**config.mk**
```make
export PLATFORM = sky130hd
export DESIGN_NAME = dsps_sequencer
export DESIGN_NICKNAME = d
export VERILOG_FILES = /design/src/verilog/dsps_pkg.sv /design/src/verilog/dsps_regs.sv /design/src/verilog/dsps_sequencer.sv
export SDC_FILE = /design/constraint.sdc
export NUM_CORES = 1
export LEC_CHECK = 0
export BUFFER_PORTS_ARGS = -buffer_cell sky130_fd_sc_hd__buf_2
export CAP_MARGIN = 20
export CORE_AREA = 4 4 130 226
export DETAILED_ROUTE_END_ITERATION = 16
export DIE_AREA = 0 0 134 230
export HOLD_SLACK_MARGIN = 0.1
export PLACE_DENSITY = 0.7
export SLEW_MARGIN = 5
export SYNTH_ARGS = -nofsm -noshare
export SYNTH_HDL_FRONTEND = slang
export SYNTH_SLANG_ARGS = --single-unit
export TNS_END_PERCENT = 1
```
**constraint.sdc**
```tcl
create_clock -name CLK_SYS_IN -period 6.7 [get_ports CLK_SYS_IN]
set_input_delay 0.335 -clock CLK_SYS_IN [delete_from_list [all_inputs] [get_ports CLK_SYS_IN]]
set_output_delay 0.335 -clock CLK_SYS_IN [all_outputs]
set_load 0.01 [all_outputs]
```
**src/verilog/dsps_pkg.sv**
```systemverilog
`default_nettype none
package dsps_pkg;
  // Phase codes driven onto the front end's two phase pins
  localparam logic [1:0] PH_CLEAR = 2'b00;
  localparam logic [1:0] PH_NULL = 2'b01;
  localparam logic [1:0] PH_INTEG = 2'b10;
  localparam logic [1:0] PH_RAMP = 2'b11;

  // Register byte offsets
  localparam logic [7:0] OFF_CTRL = 8'h00;
  localparam logic [7:0] OFF_INT_LEN = 8'h04;
  localparam logic [7:0] OFF_NULL_LEN = 8'h08;
  localparam logic [7:0] OFF_MAX_RAMP = 8'h0c;
  localparam logic [7:0] OFF_STATUS = 8'h10;
  localparam logic [7:0] OFF_RESULT = 8'h14;

  // Field positions
  localparam int CTRL_START_BIT = 0;
  localparam int CTRL_CHAN_LSB = 4;
  localparam int ST_BUSY_BIT = 0;
  localparam int ST_DONE_BIT = 1;
  localparam int ST_OVR_BIT = 2;
  localparam int ST_SIGN_BIT = 3;
  localparam int ST_PHASE_LSB = 4;
  localparam int ST_CHAN_LSB = 8;

  // Reset values (cycles of the 100 MHz clock); 66 ms integration
  localparam logic [31:0] INT_LEN_RST = 32'h0064_b540;
  localparam logic [31:0] NULL_LEN_RST = 32'h0064_b540;
  localparam logic [31:0] MAX_RAMP_RST = 32'h00c9_6a80;

  // Comparator lag, for budgeting single-count error
  localparam int CMP_LAG_NS = 2000;
  localparam int CLK_PERIOD_NS = 10;
  localparam int CMP_LAG_CYC = CMP_LAG_NS / CLK_PERIOD_NS;

  // AHB transfer type and response codes
  localparam logic [1:0] HTRANS_NONSEQ = 2'b10;
  localparam logic [1:0] HRESP_OKAY = 2'b00;

  typedef enum logic [2:0] {
    ST_IDLE_NULL,
    ST_NULL_RUN,
    ST_INTEG,
    ST_RAMP,
    ST_CLEAR
  } dsps_state_t;
endpackage
`default_nettype wire

```
**src/verilog/dsps_regs.sv**
```systemverilog
`default_nettype none
// Small register store for the three timing words, read data registered
module dsps_regs #(
  parameter int DW = 32
) (
  input wire logic clk_in,
  input wire logic rst_in,
  input wire logic we_in,
  input wire logic [1:0] waddr_in,
  input wire logic [DW-1:0] wdata_in,
  input wire logic [1:0] raddr_in,
  output logic [DW-1:0] rdata_out,
  output logic [DW-1:0] int_len_out,
  output logic [DW-1:0] null_len_out,
  output logic [DW-1:0] max_ramp_out
);
  import dsps_pkg::*;

  always_ff @(posedge clk_in or posedge rst_in) begin
    if (rst_in) begin
      int_len_out <= DW'(INT_LEN_RST);
      null_len_out <= DW'(NULL_LEN_RST);
      max_ramp_out <= DW'(MAX_RAMP_RST);
    end else if (we_in) begin
      if (waddr_in == 2'h1) begin
        int_len_out <= wdata_in;
      end else if (waddr_in == 2'h2) begin
        null_len_out <= wdata_in;
      end else if (waddr_in == 2'h3) begin
        max_ramp_out <= wdata_in;
      end
    end
  end

  always_ff @(posedge clk_in or posedge rst_in) begin
    if (rst_in) begin
      rdata_out <= '0;
    end else if (raddr_in == 2'h1) begin
      rdata_out <= int_len_out;
    end else if (raddr_in == 2'h2) begin
      rdata_out <= null_len_out;
    end else if (raddr_in == 2'h3) begin
      rdata_out <= max_ramp_out;
    end else begin
      rdata_out <= '0;
    end
  end
endmodule
`default_nettype wire

```
**src/verilog/dsps_sequencer.sv**
```systemverilog
`default_nettype none
// Functional notes
// - End nulling once comparator returns high
// - Nulling lasts about the integration length
// - Nulling is the idle phase, unlimited
// - Integration length fixed every conversion
// - Sample comparator just before ramp starts
// - Sampled level is the result sign
// - Count from ramp start to comparator fall
// - Clear with code 00 until comparator high
// - Leave clearing at once when comparator high
// - Then hold nulling code 01 until start
// - Integration length a whole mains period multiple
// - Two-bit channel select, 00 is channel 0
// - Ramp right after integration, stop at crossing
// - Ramp limit about twice integration count
module dsps_sequencer #(
  parameter int CW = 32
) (
  input wire logic CLK_SYS_IN,
  input wire logic RST_IN,
  input wire logic [31:0] HADDR_IN,
  input wire logic [1:0] HTRANS_IN,
  input wire logic HWRITE_IN,
  input wire logic [2:0] HSIZE_IN,
  input wire logic [31:0] HWDATA_IN,
  input wire logic HSEL_IN,
  input wire logic HREADY_IN,
  output logic [31:0] HRDATA_OUT,
  output logic HREADYOUT_OUT,
  output logic HRESP_OUT,
  input wire logic ZERO_CROSS_OUT_IN,
  output logic [1:0] PHASE_CODE_OUT,
  output logic CHAN_SEL_HI_OUT,
  output logic CHAN_SEL_LO_OUT
);
  import dsps_pkg::*;

  dsps_state_t state_q;
  logic [CW-1:0] cnt_q;
  logic [CW-1:0] result_q;
  logic sign_q;
  logic ovr_q;
  logic done_q;
  logic start_q;
  logic [1:0] chan_q;
  logic [1:0] phase_q;
  logic cmp_d1_q;
  logic wr_pend_q;
  logic [7:0] wr_addr_q;
  logic rd_local_q;
  logic [31:0] local_rdata_q;
  logic [31:0] store_rdata;
  logic [31:0] int_len;
  logic [31:0] null_len;
  logic [31:0] max_ramp;
  logic start_pulse;
  logic addr_ok;
  logic cmp_fall;

  function automatic logic [1:0] reg_index(input logic [7:0] a);
    if (a == OFF_INT_LEN) begin
      reg_index = 2'h1;
    end else if (a == OFF_NULL_LEN) begin
      reg_index = 2'h2;
    end else if (a == OFF_MAX_RAMP) begin
      reg_index = 2'h3;
    end else begin
      reg_index = 2'h0;
    end
  endfunction

  function automatic logic reached(input logic [CW-1:0] c, input logic [31:0] lim);
    reached = (c + CW'(1)) >= CW'(lim);
  endfunction

  assign addr_ok = HSEL_IN && HREADY_IN && HTRANS_IN[1] && (HSIZE_IN == 3'h2);
  assign start_pulse = wr_pend_q && (wr_addr_q == OFF_CTRL) && HWDATA_IN[CTRL_START_BIT];
  // Ramp ends on a falling edge: a comparator still lagging low after a negative integration must not end it
  assign cmp_fall = cmp_d1_q && !ZERO_CROSS_OUT_IN;

  // Address phase capture; slave is always zero-wait and OKAY
  always_ff @(posedge CLK_SYS_IN or posedge RST_IN) begin
    if (RST_IN) begin
      wr_pend_q <= 1'b0;
      wr_addr_q <= '0;
    end else begin
      wr_pend_q <= addr_ok && HWRITE_IN;
      if (addr_ok) begin
        wr_addr_q <= HADDR_IN[7:0];
      end
    end
  end

  always_ff @(posedge CLK_SYS_IN or posedge RST_IN) begin
    if (RST_IN) begin
      HREADYOUT_OUT <= 1'b0;
      HRESP_OUT <= 1'b0;
    end else begin
      HREADYOUT_OUT <= 1'b1;
      HRESP_OUT <= HRESP_OKAY[0];
    end
  end

  dsps_regs #(
    .DW(32)
  ) u_regs (
    .clk_in(CLK_SYS_IN),
    .rst_in(RST_IN),
    .we_in(wr_pend_q),
    .waddr_in(reg_index(wr_addr_q)),
    .wdata_in(HWDATA_IN),
    .raddr_in(reg_index(HADDR_IN[7:0])),
    .rdata_out(store_rdata),
    .int_len_out(int_len),
    .null_len_out(null_len),
    .max_ramp_out(max_ramp)
  );

  // Read data for control, status and result words, registered in the address phase
  always_ff @(posedge CLK_SYS_IN or posedge RST_IN) begin
    if (RST_IN) begin
      local_rdata_q <= '0;
      rd_local_q <= 1'b0;
    end else if (addr_ok && !HWRITE_IN) begin
      rd_local_q <= reg_index(HADDR_IN[7:0]) == 2'h0;
      local_rdata_q <= '0;
      if (HADDR_IN[7:0] == OFF_CTRL) begin
        local_rdata_q[CTRL_CHAN_LSB +: 2] <= chan_q;
      end else if (HADDR_IN[7:0] == OFF_STATUS) begin
        local_rdata_q[ST_BUSY_BIT] <= state_q != ST_IDLE_NULL;
        local_rdata_q[ST_DONE_BIT] <= done_q;
        local_rdata_q[ST_OVR_BIT] <= ovr_q;
        local_rdata_q[ST_SIGN_BIT] <= sign_q;
        local_rdata_q[ST_PHASE_LSB +: 2] <= phase_q;
        local_rdata_q[ST_CHAN_LSB +: 2] <= chan_q;
      end else if (HADDR_IN[7:0] == OFF_RESULT) begin
        local_rdata_q <= 32'(result_q);
      end
    end
  end

  always_comb begin
    if (rd_local_q) begin
      HRDATA_OUT = local_rdata_q;
    end else begin
      HRDATA_OUT = store_rdata;
    end
  end

  // Control word: channel select and start request
  always_ff @(posedge CLK_SYS_IN or posedge RST_IN) begin
    if (RST_IN) begin
      chan_q <= '0;
      start_q <= 1'b0;
    end else begin
      if (wr_pend_q && wr_addr_q == OFF_CTRL && state_q == ST_IDLE_NULL) begin
        chan_q <= HWDATA_IN[CTRL_CHAN_LSB +: 2];
      end
      if (start_pulse) begin
        start_q <= 1'b1;
      end else if (state_q == ST_NULL_RUN) begin
        start_q <= 1'b0;
      end
    end
  end

  always_ff @(posedge CLK_SYS_IN or posedge RST_IN) begin
    if (RST_IN) begin
      cmp_d1_q <= 1'b1;
    end else begin
      cmp_d1_q <= ZERO_CROSS_OUT_IN;
    end
  end

  // Conversion sequencing
  always_ff @(posedge CLK_SYS_IN or posedge RST_IN) begin
    if (RST_IN) begin
      state_q <= ST_IDLE_NULL;
      cnt_q <= '0;
    end else begin
      case (state_q)
        ST_IDLE_NULL: begin
          cnt_q <= '0;
          if (start_q) begin
            state_q <= ST_NULL_RUN;
          end
        end
        ST_NULL_RUN: begin
          cnt_q <= cnt_q + CW'(1);
          // Minimum nulling time elapsed and comparator back high
          if (reached(cnt_q, null_len) && ZERO_CROSS_OUT_IN) begin
            state_q <= ST_INTEG;
            cnt_q <= '0;
          end
        end
        ST_INTEG: begin
          cnt_q <= cnt_q + CW'(1);
          if (reached(cnt_q, int_len)) begin
            state_q <= ST_RAMP;
            cnt_q <= '0;
          end
        end
        ST_RAMP: begin
          cnt_q <= cnt_q + CW'(1);
          if (cmp_fall || reached(cnt_q, max_ramp)) begin
            state_q <= ST_CLEAR;
          end
        end
        ST_CLEAR: begin
          cnt_q <= '0;
          if (ZERO_CROSS_OUT_IN) begin
            state_q <= ST_IDLE_NULL;
          end
        end
        default: begin
          state_q <= ST_IDLE_NULL;
        end
      endcase
    end
  end

  // Sign, magnitude and over-range capture
  always_ff @(posedge CLK_SYS_IN or posedge RST_IN) begin
    if (RST_IN) begin
      sign_q <= 1'b0;
      result_q <= '0;
      ovr_q <= 1'b0;
      done_q <= 1'b0;
    end else begin
      if (state_q == ST_INTEG && reached(cnt_q, int_len)) begin
        sign_q <= ZERO_CROSS_OUT_IN;
      end
      if (state_q == ST_RAMP && cmp_fall) begin
        // Count includes the comparator lag of about CMP_LAG_CYC cycles
        result_q <= cnt_q;
        ovr_q <= 1'b0;
      end else if (state_q == ST_RAMP && reached(cnt_q, max_ramp)) begin
        result_q <= cnt_q + CW'(1);
        ovr_q <= 1'b1;
      end
      if (state_q == ST_CLEAR && ZERO_CROSS_OUT_IN) begin
        done_q <= 1'b1;
      end else if (start_pulse) begin
        done_q <= 1'b0;
      end
    end
  end

  // Phase pins, registered
  always_ff @(posedge CLK_SYS_IN or posedge RST_IN) begin
    if (RST_IN) begin
      PHASE_CODE_OUT <= PH_NULL;
      phase_q <= PH_NULL;
      CHAN_SEL_HI_OUT <= 1'b0;
      CHAN_SEL_LO_OUT <= 1'b0;
    end else begin
      CHAN_SEL_HI_OUT <= chan_q[1];
      CHAN_SEL_LO_OUT <= chan_q[0];
      case (state_q)
        ST_INTEG: begin
          PHASE_CODE_OUT <= reached(cnt_q, int_len) ? PH_RAMP : PH_INTEG;
          phase_q <= reached(cnt_q, int_len) ? PH_RAMP : PH_INTEG;
        end
        ST_RAMP: begin
          if (cmp_fall || reached(cnt_q, max_ramp)) begin
            PHASE_CODE_OUT <= PH_CLEAR;
            phase_q <= PH_CLEAR;
          end else begin
            PHASE_CODE_OUT <= PH_RAMP;
            phase_q <= PH_RAMP;
          end
        end
        ST_CLEAR: begin
          PHASE_CODE_OUT <= ZERO_CROSS_OUT_IN ? PH_NULL : PH_CLEAR;
          phase_q <= ZERO_CROSS_OUT_IN ? PH_NULL : PH_CLEAR;
        end
        ST_NULL_RUN: begin
          if (reached(cnt_q, null_len) && ZERO_CROSS_OUT_IN) begin
            PHASE_CODE_OUT <= PH_INTEG;
            phase_q <= PH_INTEG;
          end else begin
            PHASE_CODE_OUT <= PH_NULL;
            phase_q <= PH_NULL;
          end
        end
        default: begin
          PHASE_CODE_OUT <= PH_NULL;
          phase_q <= PH_NULL;
        end
      endcase
    end
  end
endmodule
`default_nettype wire

```
Word level (Yosys, flattened, before mapping)
Cells that the tools add are included.
{"block": "classes", "muxes": 41, "add_sub_neg": 1, "eq_ne": 24, "reduce_logical": 31, "bitwise_logic": 2, "n_lt_le_gt_ge": 3}
{"operator": "32-bit 2-to-1 mux", "count": 9}
{"operator": "32-bit case mux with 4 select lines", "count": 1}
{"operator": "32-bit greater-or-equal comparator", "count": 3}
{"operator": "32-bit by 1-bit adder with 32-bit output, second input constant", "count": 1}
{"operator": "8-bit by 4-bit equality test with 1-bit output, second input constant", "count": 4}
{"operator": "26-bit 2-to-1 mux", "count": 1}
{"operator": "2-bit 2-to-1 mux", "count": 12}
{"operator": "22-bit 2-to-1 mux", "count": 1}
{"operator": "8-bit by 3-bit equality test with 1-bit output, second input constant", "count": 2}
{"operator": "8-bit by 5-bit equality test with 1-bit output, second input constant", "count": 2}
{"operator": "8-bit logical NOT", "count": 2}
{"operator": "3-bit 2-to-1 mux", "count": 5}
{"operator": "3-bit case mux with 5 select lines", "count": 1}
{"operator": "1-bit logical AND", "count": 14}
{"operator": "3-bit by 2-bit equality test with 1-bit output, second input constant", "count": 3}
{"operator": "2-bit equality test, second input constant", "count": 4}
{"operator": "1-bit 2-to-1 mux", "count": 8}
{"operator": "2-bit case mux with 4 select lines", "count": 1}
{"operator": "6-bit 2-to-1 mux", "count": 1}
{"operator": "2-bit by 1-bit != test with 1-bit output, second input constant", "count": 3}
{"operator": "2-bit nonzero test", "count": 3}
{"operator": "5-bit AND reduction", "count": 1}
{"operator": "2-bit by 1-bit equality test with 1-bit output, second input constant", "count": 2}
{"operator": "4-bit 2-to-1 mux", "count": 1}
{"operator": "other kinds (14)", "count": 17}
{"block": "word_totals", "elab_cells": 123, "inputBits": 75, "out_inout_bits": 38, "ff_bits": 249}

Depth between registers and ports, before layout
Gate-level depths: netlist of the first run.
{"block": "depth", "word_depth": 8, "depth_mapped": 21, "ltp_nobuf": 17}

Cells and area by module
Synthesis of the first run repeated with hierarchy kept, for this count alone.
{"block": "unflattened", "cells_unflattened": 1241, "hier_area_um2": 13810.7}
{"module": "dsps_sequencer", "area_each_um2": 8620.8, "instances": 1, "seq_area_each_um2": 3030.4, "cells_each": 922}
{"module": "dsps_regs", "area_each_um2": 5190.0, "instances": 1, "seq_area_each_um2": 3236.9, "cells_each": 319}

Worst setup path before layout of the first run
Ideal clock, no wire load.
{"block": "synth_path", "kind": "register -> register", "startpoint": "register cnt_q[0]", "endpoint": "register cnt_q[4]", "stages_incl_launch_ff": 18, "period_less_slack_ns": 4.457, "path_slack_ns": 2.243, "setup_ns": 0.079, "required_time_ns": 6.621, "path_buffers": 1, "arrival_ns": 4.378, "path_cell_list": "dfrtp_1 -> ha_1 -> and3_2 -> nand3_1 -> nor3_1 -> nand3_1 -> and2_1 -> or2_2 -> ha_1 -> a21oi_1 -> nand2_1 -> a221o_1 -> a2111o_1 -> o31ai_2 -> nor3b_4 -> buf_4 -> nand2_1 -> mux2i_1"}
{"block": "synth_via", "elab_chain_len": 5, "word_cells_on_any_way": 7, "classes_between": "1 x add/sub; 2 x order compare; 3 x mux; 1 x reduce/logical"}
{"element": "start, declared", "line_no": "dsps_sequencer.sv:40", "text": "logic [CW-1:0] cnt_q;"}
{"element": "start signal, assigned", "line_no": "dsps_sequencer.sv:190", "text": "cnt_q <= cnt_q + CW'(1);"}
{"element": "start signal, assigned", "line_no": "dsps_sequencer.sv:198", "text": "cnt_q <= cnt_q + CW'(1);"}
{"element": "start signal, assigned", "line_no": "dsps_sequencer.sv:205", "text": "cnt_q <= cnt_q + CW'(1);"}
{"element": "32-bit by 1-bit adder with 32-bit output (*)"}
{"element": "32-bit greater-or-equal comparator", "line_no": "dsps_sequencer.sv:74", "text": "reached = (c + CW'(1)) >= CW'(lim);"}
{"element": "1-bit logical AND", "line_no": "dsps_sequencer.sv:192", "text": "if (reached(cnt_q, null_len) && ZERO_CROSS_OUT_IN) begin"}
{"element": "32-bit 2-to-1 mux", "line_no": "dsps_sequencer.sv:192"}
{"element": "32-bit case mux with 4 select lines (*)", "line_no": "dsps_sequencer.sv:182", "text": "case (state_q)"}
Every way passes the cells marked *; elsewhere a longest branch is shown, timed or not.
A chain may end at the register's enable or synchronous reset.

Final worst setup path of the first run
{"block": "layout_path", "startpoint": "register cnt_q[0]", "endpoint": "register cnt_q[19]"}
Same word-level chain as after synthesis.

==> flow_metrics.tcl, run 1 <==
set metrics [dict create \
    synthAdderAreaFrac 0.0892 \
    cts_root_buf "clkbuf_16" \
    cts_setup_buffers 0 \
    wirelength_mm 32.5 \
    vias 9993 \
    first_global_vias 10300 \
    finClkSkew_ps 12.8 \
    cp.required_ps 7160 \
    grt_setup_unrepaired "false" \
    worst_setup_path_start_kind "register" \
    power.leakage_uw 0.00775 \
    crit_start "cnt_q[0]" \
    period_share 0.822 \
    die-height_um 230 \
    synth.area.top_cells "dfrtp_1 40%, mux2_2 12%, ha_1 8.9%" \
    antenna_cells 0 \
    ys.flop_type "dfrtp_1" \
    num_rows 81 \
    rr_endpoint "cnt_q[19]" \
    ios 113 \
    regToRegSetupSlack_ps 1190 \
    post_drt_wl_per_cell_um 17.9 \
    synth_top_cell_area_share 0.405 \
    first_pass_iters 5 \
    syn-cell-area_sq_mm 0.0136 \
    synth.distinct_cells 65 \
    die_width_um 134 \
    dp_cells 1727 \
    first_iter_violations 573 \
    synth-simple-area-share 0.114 \
    synthTopCellsByCount "220 x dfrtp_1, 148 x mux2_2, 114 x inv_1, 103 x nor2_1, 100 x nand2_1" \
    grt_start_max_net_pins 175 \
    nets 1591 \
    syn_to_final_growth_pct 14.8 \
    start_util 0.492 \
    critPathMaxFanout 18 \
    fin_setup_tns_ps 0 \
    seq_area_frac_synth 0.461 \
    cts_tree "yes" \
    core-area_sq_mm 0.0277 \
    worstReg2RegStart "cnt_q[0]" \
    cts.sinks 249 \
    layout-drive-gt1-share 0.239 \
    ys_warn_count 0 \
    syn_inst 1321 \
    end_kind "register" \
    async_reset_ff_frac 1.00 \
    maxCapViolCount 0 \
    status "complete, no violations" \
    reg2reg_depth 17 \
    slowest_delay_ps 800 \
    hpwl_mm 23.1 \
    fmax_mhz 182 \
    synth_xor_area_frac 0.0303 \
    p_per_area_mw_per_mm2 209 \
    groute.usage.overall 0.213 \
    synth_top_family_by_area "compound AO/OA/AOI/OAI gates" \
    worstPathArrival_ps 5970 \
    slew_headroom 0.358 \
    cts.path.max_buffers 3 \
    fill_cells 2409 \
    routabilityCongestion 0.872 \
    yosys.cell_count.top_type "dfrtp_1" \
    via_per_inst 5.52 \
    grt.overflow.total 0 \
    antenna_found_initial 0 \
    grt_pass1_wl_mm 53.1 \
    crit_chain "ha_1, and3_2, nand3_1, nor3_1, nand3_1, and2_1, or2_2, ha_1, a21oi_1, nand2_1, a221o_1, a2111o_1, o31ai_2, nor3b_4, buf_4, and3_1, a221o_1" \
    cp_top_family "simple AND/OR/NAND/NOR gates" \
    worst_slew_pin_slew_ps 960 \
    slew_violations 0 \
    synth-edff-count 0 \
    final_hold_viol_count 0 \
    setup_violations 0 \
    drtAntennaViolNets 0 \
    postSynthAreaPerCell_sq_um 10.3 \
    dieArea_sq_mm 0.0308 \
    cp_num_buf_inv 1 \
    syn_nets 1493 \
    crit_cells 17 \
    ys_seq_elements 249 \
    synth_mux_area_frac 0.126 \
    clkLatencyLatePin_ps 530 \
    cts_buffers 24 \
    synth_compound_area_frac 0.128 \
    port-buffer-count 86 \
    crit_type "reg -> reg" \
    htree_num_levels 1 \
    post-route-min-period_ps 5510 \
    ir_worst_vdd_mv 0.150 \
    clkTransAtPathRegs_ps 70 \
    yosysTopAreaCell "dfrtp_1" \
    drcViolationCount 0 \
    final_cells 1810 \
    critPathSlowestCell "nor3_1" \
    worst_hold_path_type "in -> async" \
]
metal layers:
metal / track usage / vias to the layer above / routed length (um)
met4: 0.0730 / 0 / 932
met3: 0.0221 / 47 / 1320
li1: - / 4789 / -
met1: 0.280 / 4924 / 14000
met2: 0.368 / 233 / 16200
met5: 0 / - / 0
worst min-delay path, cell delays in order:
cell and delay, ps:
buf_2 110, clkinvlp_4 70, buf_12 610
worst max path at each step:
stage                               to
after detailed placement     cnt_q[10]
final                        cnt_q[19]
after global routing         cnt_q[10]
after CTS                    cnt_q[19]
after floorplan               cnt_q[4]
after global placement    result_q[31]
cells in the final DEF, fill, tap and decap left out, drive strengths merged, types with 3 or more instances in the layout:
master,count
dfrtp,220
mux2,149
inv,113
nor2,104
buf,103
nand2,100
ha,97
o21ai,69
a21oi,63
dlygate4sd3,39
a22oi,37
a22o,35
clkbuf,35
nand3,29
xnor2,29
dfstp,29
a21o,27
nand4,20
xor2,18
nor2b,14
and3,11
nor3,9
or2,8
nand2b,7
and2,6
a31oi,5
clkinv,5
nor3b,5
a211oi,4
and4,4
a221o,4
nand3b,3
clkinvlp,3
mux2i,3
state kept, by name (all words and copies together), names as in the netlist, 2 cells and up:
| name | cells |
|---|---|
| u_regs.max_ramp_out | 32 |
| chan_q | 2 |
| state_q | 3 |
| local_rdata_q | 32 |
| u_regs.int_len_out | 32 |
| result_q | 32 |
| phase_q | 2 |
| u_regs.null_len_out | 32 |
| wr_addr_q | 8 |
| u_regs.rdata_out | 32 |
| cnt_q | 32 |
cell type report:
type | count | area [sq um] | share of cell area
Clock inverter | 9 | 108 | 0.00689
Sequential cell | 249 | 6270 | 0.401
Timing Repair Buffer | 142 | 961 | 0.0615
Clock buffer | 35 | 734 | 0.0470
Multi-Input combinational cell | 888 | 6650 | 0.426
Tap cell | 373 | 467 | 0.0299
Inverter | 114 | 432 | 0.0276
power breakdown:
group	total, uW	switching (uW)	internal [uW]
Sequential	1580	29.5	1550
Clock	1430	584	841
Combinational	251	143	108
Total	3260	756	2500
cells by family after synthesis:
kind of cell,count (synthesis)
DFF,249
muxes,152
other,2
and+or+nand+nor,327
buffers and inverters,184
adders and majority gates,97
xor gates and xnor gates,47
AOI/OAI and AO/OA,263
stage by stage:
step                      setup WS (ps)  total power (uW)   util  area, sq um  hold WS (ps)
after CTS                          1210              3300  0.565        15600           127
after global placement             1310              1840  0.520        14400           444
final                              1190              3260  0.565        15600          59.7
after detailed placement           1260              1850  0.520        14400           443
after global routing                895              3390  0.565        15600           149
after floorplan                    2240              1760      -        13600           339
repair_timing:
action	CTS	global route
endpoints found under the hold margin	102	0
gates resized for setup	0	0
hold buffers	39	0
Note: power is estimated with default switching activity, not from simulation.
==> run 2: changes to the inputs <==
Settings changed: ABC_AREA set to 1, CORE_AREA 4 4 130 226 to 4 4 133 231, DIE_AREA 0 0 134 230 to 0 0 137 235.
Clock period 6.7 ns to 4.6 ns, I/O delays scaled along.
==> run 2 against run 1 <==
Compared with the run above:
- setup slack got worse by 480 ps
- critical path type unchanged
- hold slack improved by 84 ps
- global-route usage rose by 3.4 points
==> flow_metrics.tcl, run 2 <==
set metrics [dict create \
    via_per_inst 5.31 \
    fmax_mhz 257 \
    die-height_um 235 \
    port-buffer-count 86 \
    critPathSlowestCell "dfrtp_1" \
    grt_start_max_net_pins 128 \
    cts_setup_buffers 0 \
    synth_top_cell_area_share 0.385 \
    cts_root_buf "clkbuf_16" \
    hpwl_mm 28.8 \
    period_share 0.846 \
    finClkSkew_ps 9.26 \
    worst_slack_ps 709 \
    synth.area.top_cells "dfrtp_1 39%, nand2_1 16%, ha_1 8.5%" \
    grt_setup_unrepaired "false" \
    hold_slack_ps 144 \
    worst_slew_pin_slew_ps 1130 \
    groute.usage.overall 0.247 \
    async_reset_ff_frac 1.00 \
    cts_tree "yes" \
    postSynthAreaPerCell_sq_um 7.79 \
    dieArea_sq_mm 0.0322 \
    finalInstanceArea_sq_mm 0.0162 \
    first_iter_violations 753 \
    setup_violations 0 \
    wirelength_mm 39.3 \
    syn_nets 2005 \
    yosys.cell_count.top_type "nand2_1" \
    route.met3.wl_mm 2.10 \
    grt.overflow.total 0 \
    post_drt_wl_per_cell_um 16.9 \
    worst_hold_path_type "in -> reg" \
    slew_violations 0 \
    placed_area_sq_mm 0.0150 \
    pre_cts_slack_ps 762 \
    cts.path.max_buffers 3 \
    highest_layer "met5" \
    nets 2109 \
    vias 12400 \
    synth-edff-count 0 \
    cts_hold_buf 41 \
    cp_top_family "simple AND/OR/NAND/NOR gates" \
    first_pass_iters 5 \
    worstPathArrival_ps 4290 \
    core-area_sq_mm 0.0287 \
    antenna_cells 0 \
    end_kind "register" \
    synthTopCellsByCount "601 x nand2_1, 231 x inv_1, 220 x dfrtp_1, 147 x nor2_1, 97 x ha_1" \
    die_width_um 137 \
    slowest_delay_ps 530 \
    crit_top_cell "nand2_1" \
    clkTransAtPathRegs_ps 70 \
    ys_seq_elements 249 \
    layout_commonest_cell "nand2_1" \
    cts_buffers 23 \
    slew_headroom 0.250 \
    maxCapViolCount 0 \
    num_rows 82 \
    drtAntennaViolNets 0 \
    ys_warn_count 0 \
    cts_resized 0 \
    grt_pass1_wl_mm 64.1 \
    yosysTopAreaCell "dfrtp_1" \
    crit_type "reg -> reg" \
    p_per_area_mw_per_mm2 279 \
    syn-cell-area_sq_mm 0.0143 \
    antenna_found_initial 2 \
    drcViolationCount 0 \
    final_cell_mix "601 x nand2_1, 230 x inv_1, 220 x dfrtp_1, 145 x nor2_1, 97 x ha_1" \
    wl_met1_mm 15.9 \
    worst_setup_path_start_kind "register" \
    routabilityCongestion 0.972 \
    cp.required_ps 5000 \
    final_hold_viol_count 0 \
    seq_area_frac_synth 0.439 \
    post-route-min-period_ps 3890 \
    finalPower_uw 4530 \
    cp_num_buf_inv 3 \
    crit_chain "inv_1, nor2_2, nand2_2, nor2_1, nand2_1, xor2_1, inv_1, ha_1, a21oi_1, o21ai_0, nand2_1, nand2_1, a21oi_1, nand2_2, nand2_2, buf_4, nor2_1, o21ai_0, nand2_1" \
    syn_inst 1833 \
    cts.sinks 249 \
    status "complete, no violations" \
    start_util 0.497 \
    syn_to_final_growth_pct 13.7 \
    htree_num_levels 1 \
    ir_worst_vdd_mv 0.207 \
    synth.distinct_cells 48 \
    critPathMaxFanout 21 \
    first_global_vias 12400 \
    clkLatencyLatePin_ps 520 \
    met2_wirelength_mm 19.8 \
    fin_setup_tns_ps 0 \
    ys.flop_type "dfrtp_1" \
    layout-drive-gt1-share 0.121 \
    power.leakage_uw 0.00975 \
    ios 113 \
]
[run 2: cell count changes in the layout (fill, tap and decap cells not counted), moves of 26 or more]
cell	before	now
inv_1	113	230
nand4_1	20	46
nor2_1	103	145
o221ai_1	1	27
a22o_1	35	0
nand3_1	29	59
xnor2_1	29	1
o21ai_2	0	29
a22oi_1	37	4
o21ai_1	9	37
nand2_1	100	601
mux2_2	148	2
[run 2: power breakdown]
part	switching, uW	leakage [uW]	internal (uW)
clock network	863	0.000378	1140
registers	30.7	0.00295	2240
logic	154	0.00642	97.5
[run 2: final timing paths]
| kind | startpoint | end | slack [ps] | cells past startpoint |
|---|---|---|---|---|
| min in group asynchronous | RST_IN | local_rdata_q[26] | 430 | 4 |
| min reg2reg | chan_q[1] | CHAN_SEL_HI_OUT | 410 | 0 |
| max reg2reg | cnt_q[0] | result_q[27] | 710 | 19 |
| max | cnt_q[0] | result_q[27] | 710 | 19 |
| max in group asynchronous | RST_IN | u_regs.int_len_out[7] | 3570 | 4 |
| min | HADDR_IN[2] | wr_addr_q[2] | 140 | 3 |
[run 2: kinds of logic after synthesis]
logic type / Yosys count / share of synthesized area
other cells: 2 / 0.000526
compound gates: 261 / 0.113
xor+xnor: 20 / 0.0123
flops: 249 / 0.439
fa+ha+maj: 97 / 0.0849
buf+inv: 308 / 0.0886
simple gates: 894 / 0.261
mux: 2 / 0.00158
[run 2: routing by layer]
layer,vias to the layer above,GRT usage
li1,6099,-
met1,5806,0.320
met2,378,0.427
met3,94,0.0227
met4,2,0.0905
met5,-,0
[run 2: worst min-delay path: cells and delay by family]
kind,cells,cell delay [ps]
AOI/OAI and AO/OA,1,170
buffers and inverters,2,230
[run 2: stage by stage]
stage               std cells  utilization
floorplan                1833            -
global placement         2248        0.523
detailed placement       2248        0.523
CTS                      2329        0.565
global route             2330        0.566
finish                   2330        0.566
[run 2: cell type report]
cell class / instances / area, sq um
Clock buffer: 28 / 624
Clock inverter: 12 / 151
Fill cell: 2703 / 12500
Inverter: 237 / 893
Multi-Input combinational cell: 1276 / 6770
Sequential cell: 249 / 6270
Tap cell: 378 / 473
Timing Repair Buffer: 150 / 1070
==> run 3: changes to the inputs <==
Settings changed: ABC_AREA 1 to 0, CORE_AREA 4 4 133 231 to 4 4 130 226, DIE_AREA 0 0 137 235 to 0 0 134 230.
Clock period 4.6 ns to 3.3 ns, I/O delays scaled along.
==> run 3 against run 2 <==
Compared with the run above:
- the flow now finishes with violations (negative setup slack)
- largest cell class unchanged
- sequential share of layout area is 3.1 points lower
- highest routed layer is now met4
- cell count down 15%
- clock power grew 52%
- hold slack improved by 59 ps
==> flow_metrics.tcl, run 3 (synthesized netlist as in run 1, its figures left out) <==
set metrics [dict create \
    status "finished, violations left" \
    violations "negative setup slack" \
    grt_start_max_net_pins 65 \
    core-area_sq_mm 0.0277 \
    cp.required_ps 3760 \
    drcViolationCount 0 \
    die-height_um 230 \
    num_rows 81 \
    grt_setup_unrepaired "true" \
    worstPathArrival_ps 4520 \
    first_global_vias 11500 \
    via_per_inst 5.49 \
    die_width_um 134 \
    worst_setup_path_start_kind "register" \
    layout-drive-gt1-share 0.374 \
    wirelength_mm 37.0 \
    worst_slack_ps -754 \
    finalInstanceArea_sq_mm 0.0177 \
    hold_slack_ps 203 \
    cts_buffers 24 \
    grt.overflow.total 0 \
    finClkSkew_ps 16.7 \
    fin_setup_tns_ps -43290 \
    power.leakage_uw 0.00877 \
    final_cells 1983 \
    first_pass_iters 5 \
    worst_slew_pin_slew_ps 942 \
    final_hold_viol_count 0 \
    nets 1763 \
    post-route-min-period_ps 4050 \
    critPathMaxFanout 5 \
    ios 113 \
    start_util 0.492 \
    setup_violations 71 \
    slew_violations 0 \
    placed_area_sq_mm 0.0156 \
    htree_num_levels 1 \
    routabilityCongestion 0.903 \
    vias 10900 \
    drtAntennaViolNets 0 \
    end_kind "register" \
    period_share 1.23 \
    port-buffer-count 86 \
    final_cell_mix "217 x dfrtp_1, 163 x buf_4, 148 x mux2_2, 110 x inv_1, 95 x nand2_1" \
    cts_root_buf "clkbuf_16" \
    post_drt_wl_per_cell_um 18.6 \
    fill_cells 2191 \
    cts.path.max_buffers 3 \
    cts.sinks 249 \
    ir_worst_vdd_mv 0.412 \
    first_iter_violations 613 \
    fmax_mhz 247 \
    maxCapViolCount 0 \
    antenna_found_initial 1 \
    dp_cells 1868 \
    groute.usage.overall 0.241 \
    clkLatencyLatePin_ps 540 \
    p_per_area_mw_per_mm2 385 \
    grt_pass1_wl_mm 59.6 \
    dieArea_sq_mm 0.0308 \
    layout_commonest_cell "dfrtp_1" \
    syn_to_final_growth_pct 29.9 \
    slew_headroom 0.371 \
    clkTransAtPathRegs_ps 70 \
    fin_util 0.639 \
    worst_hold_path_type "in -> reg" \
    hpwl_mm 26.9 \
    cts_tree "yes" \
    crit_type "reg -> reg" \
]
-- run 3: cell types whose count changed in the layout (fill, tap and decap cells not counted), moves of 27 or more --
cell     change
a22o_1      +35
a22oi_1     +33
buf_4      +144
inv_1      -120
mux2_2     +146
nand2_1    -506
nand3_1     -40
nor2_1      -59
o21ai_2     -27
-- run 3: area by class of cell --
type	count	area [sq um]	area share
diodes	1	2.50	0.000142
well taps	373	467	0.0264
clock inverters	16	224	0.0127
flip-flops and latches	249	6270	0.355
inverters	114	432	0.0244
multi-input cells	888	7220	0.409
clock buffers	28	647	0.0366
repair buffers	314	2410	0.136
-- run 3: worst paths after layout --
kind	endpoint	slack (ps)	depth (start not counted)	start
min in group asynchronous	CHAN_SEL_HI_OUT	630	4	RST_IN
max in group asynchronous	cmp_d1_q	1800	6	RST_IN
hold / removal	wr_pend_q	200	4	HREADY_IN
setup reg to reg	cnt_q[19]	-750	17	cnt_q[0]
setup / recovery	cnt_q[19]	-750	17	cnt_q[0]
hold reg to reg	CHAN_SEL_HI_OUT	480	0	chan_q[1]
-- run 3: worst max-delay path, stage by stage, from the launching register on --
cell	delay [ps]
dfrtp_2	430
nand3_4	80
or3_4	400
nor2_4	170
and3_4	270
nand3_4	110
xnor2_4	210
ha_4	240
a21oi_4	120
o21ai_2	70
a221o_1	320
a2111o_1	460
o31ai_4	220
nor3b_4	280
buf_6	190
buf_6	130
and3_4	180
a221o_1	100
-- run 3: what timing repair did --
action	4_1_cts	5_1_grt
setup endpoints to repair	71	71
endpoints found under the hold margin	140	2
buffers inserted	17	10
hold buffers	41	1
pin swaps	28	48
resized for setup	47	69
gates cloned	2	0
-- run 3: where the power goes --
part	total [uW]	internal, uW	leakage, uW	switching [uW]
registers	3220	3150	0.00304	60.9
clock network	3030	1810	0.000422	1220
logic	552	246	0.00531	307
total	6800	5210	0.00877	1590
-- run 3: stage by stage --
| step | setup WS [ps] | power [uW] |
|---|---|---|
| after floorplan | -611 | 3580 |
| after global placement | -1020 | 3750 |
| after detailed placement | -1130 | 3770 |
| after CTS | -817 | 6860 |
| after global routing | -882 | 7050 |
| final | -754 | 6800 |
-- run 3: layer usage --
| layer | up-vias | track usage | share of wire |
|---|---|---|---|
| li1 | 5146 | - | - |
| met4 | 0 | 0.0904 | 0.036 |
| met1 | 5357 | 0.298 | 0.40 |
| met3 | 98 | 0.0254 | 0.045 |
| met2 | 287 | 0.430 | 0.52 |
| met5 | - | 0 | 0 |
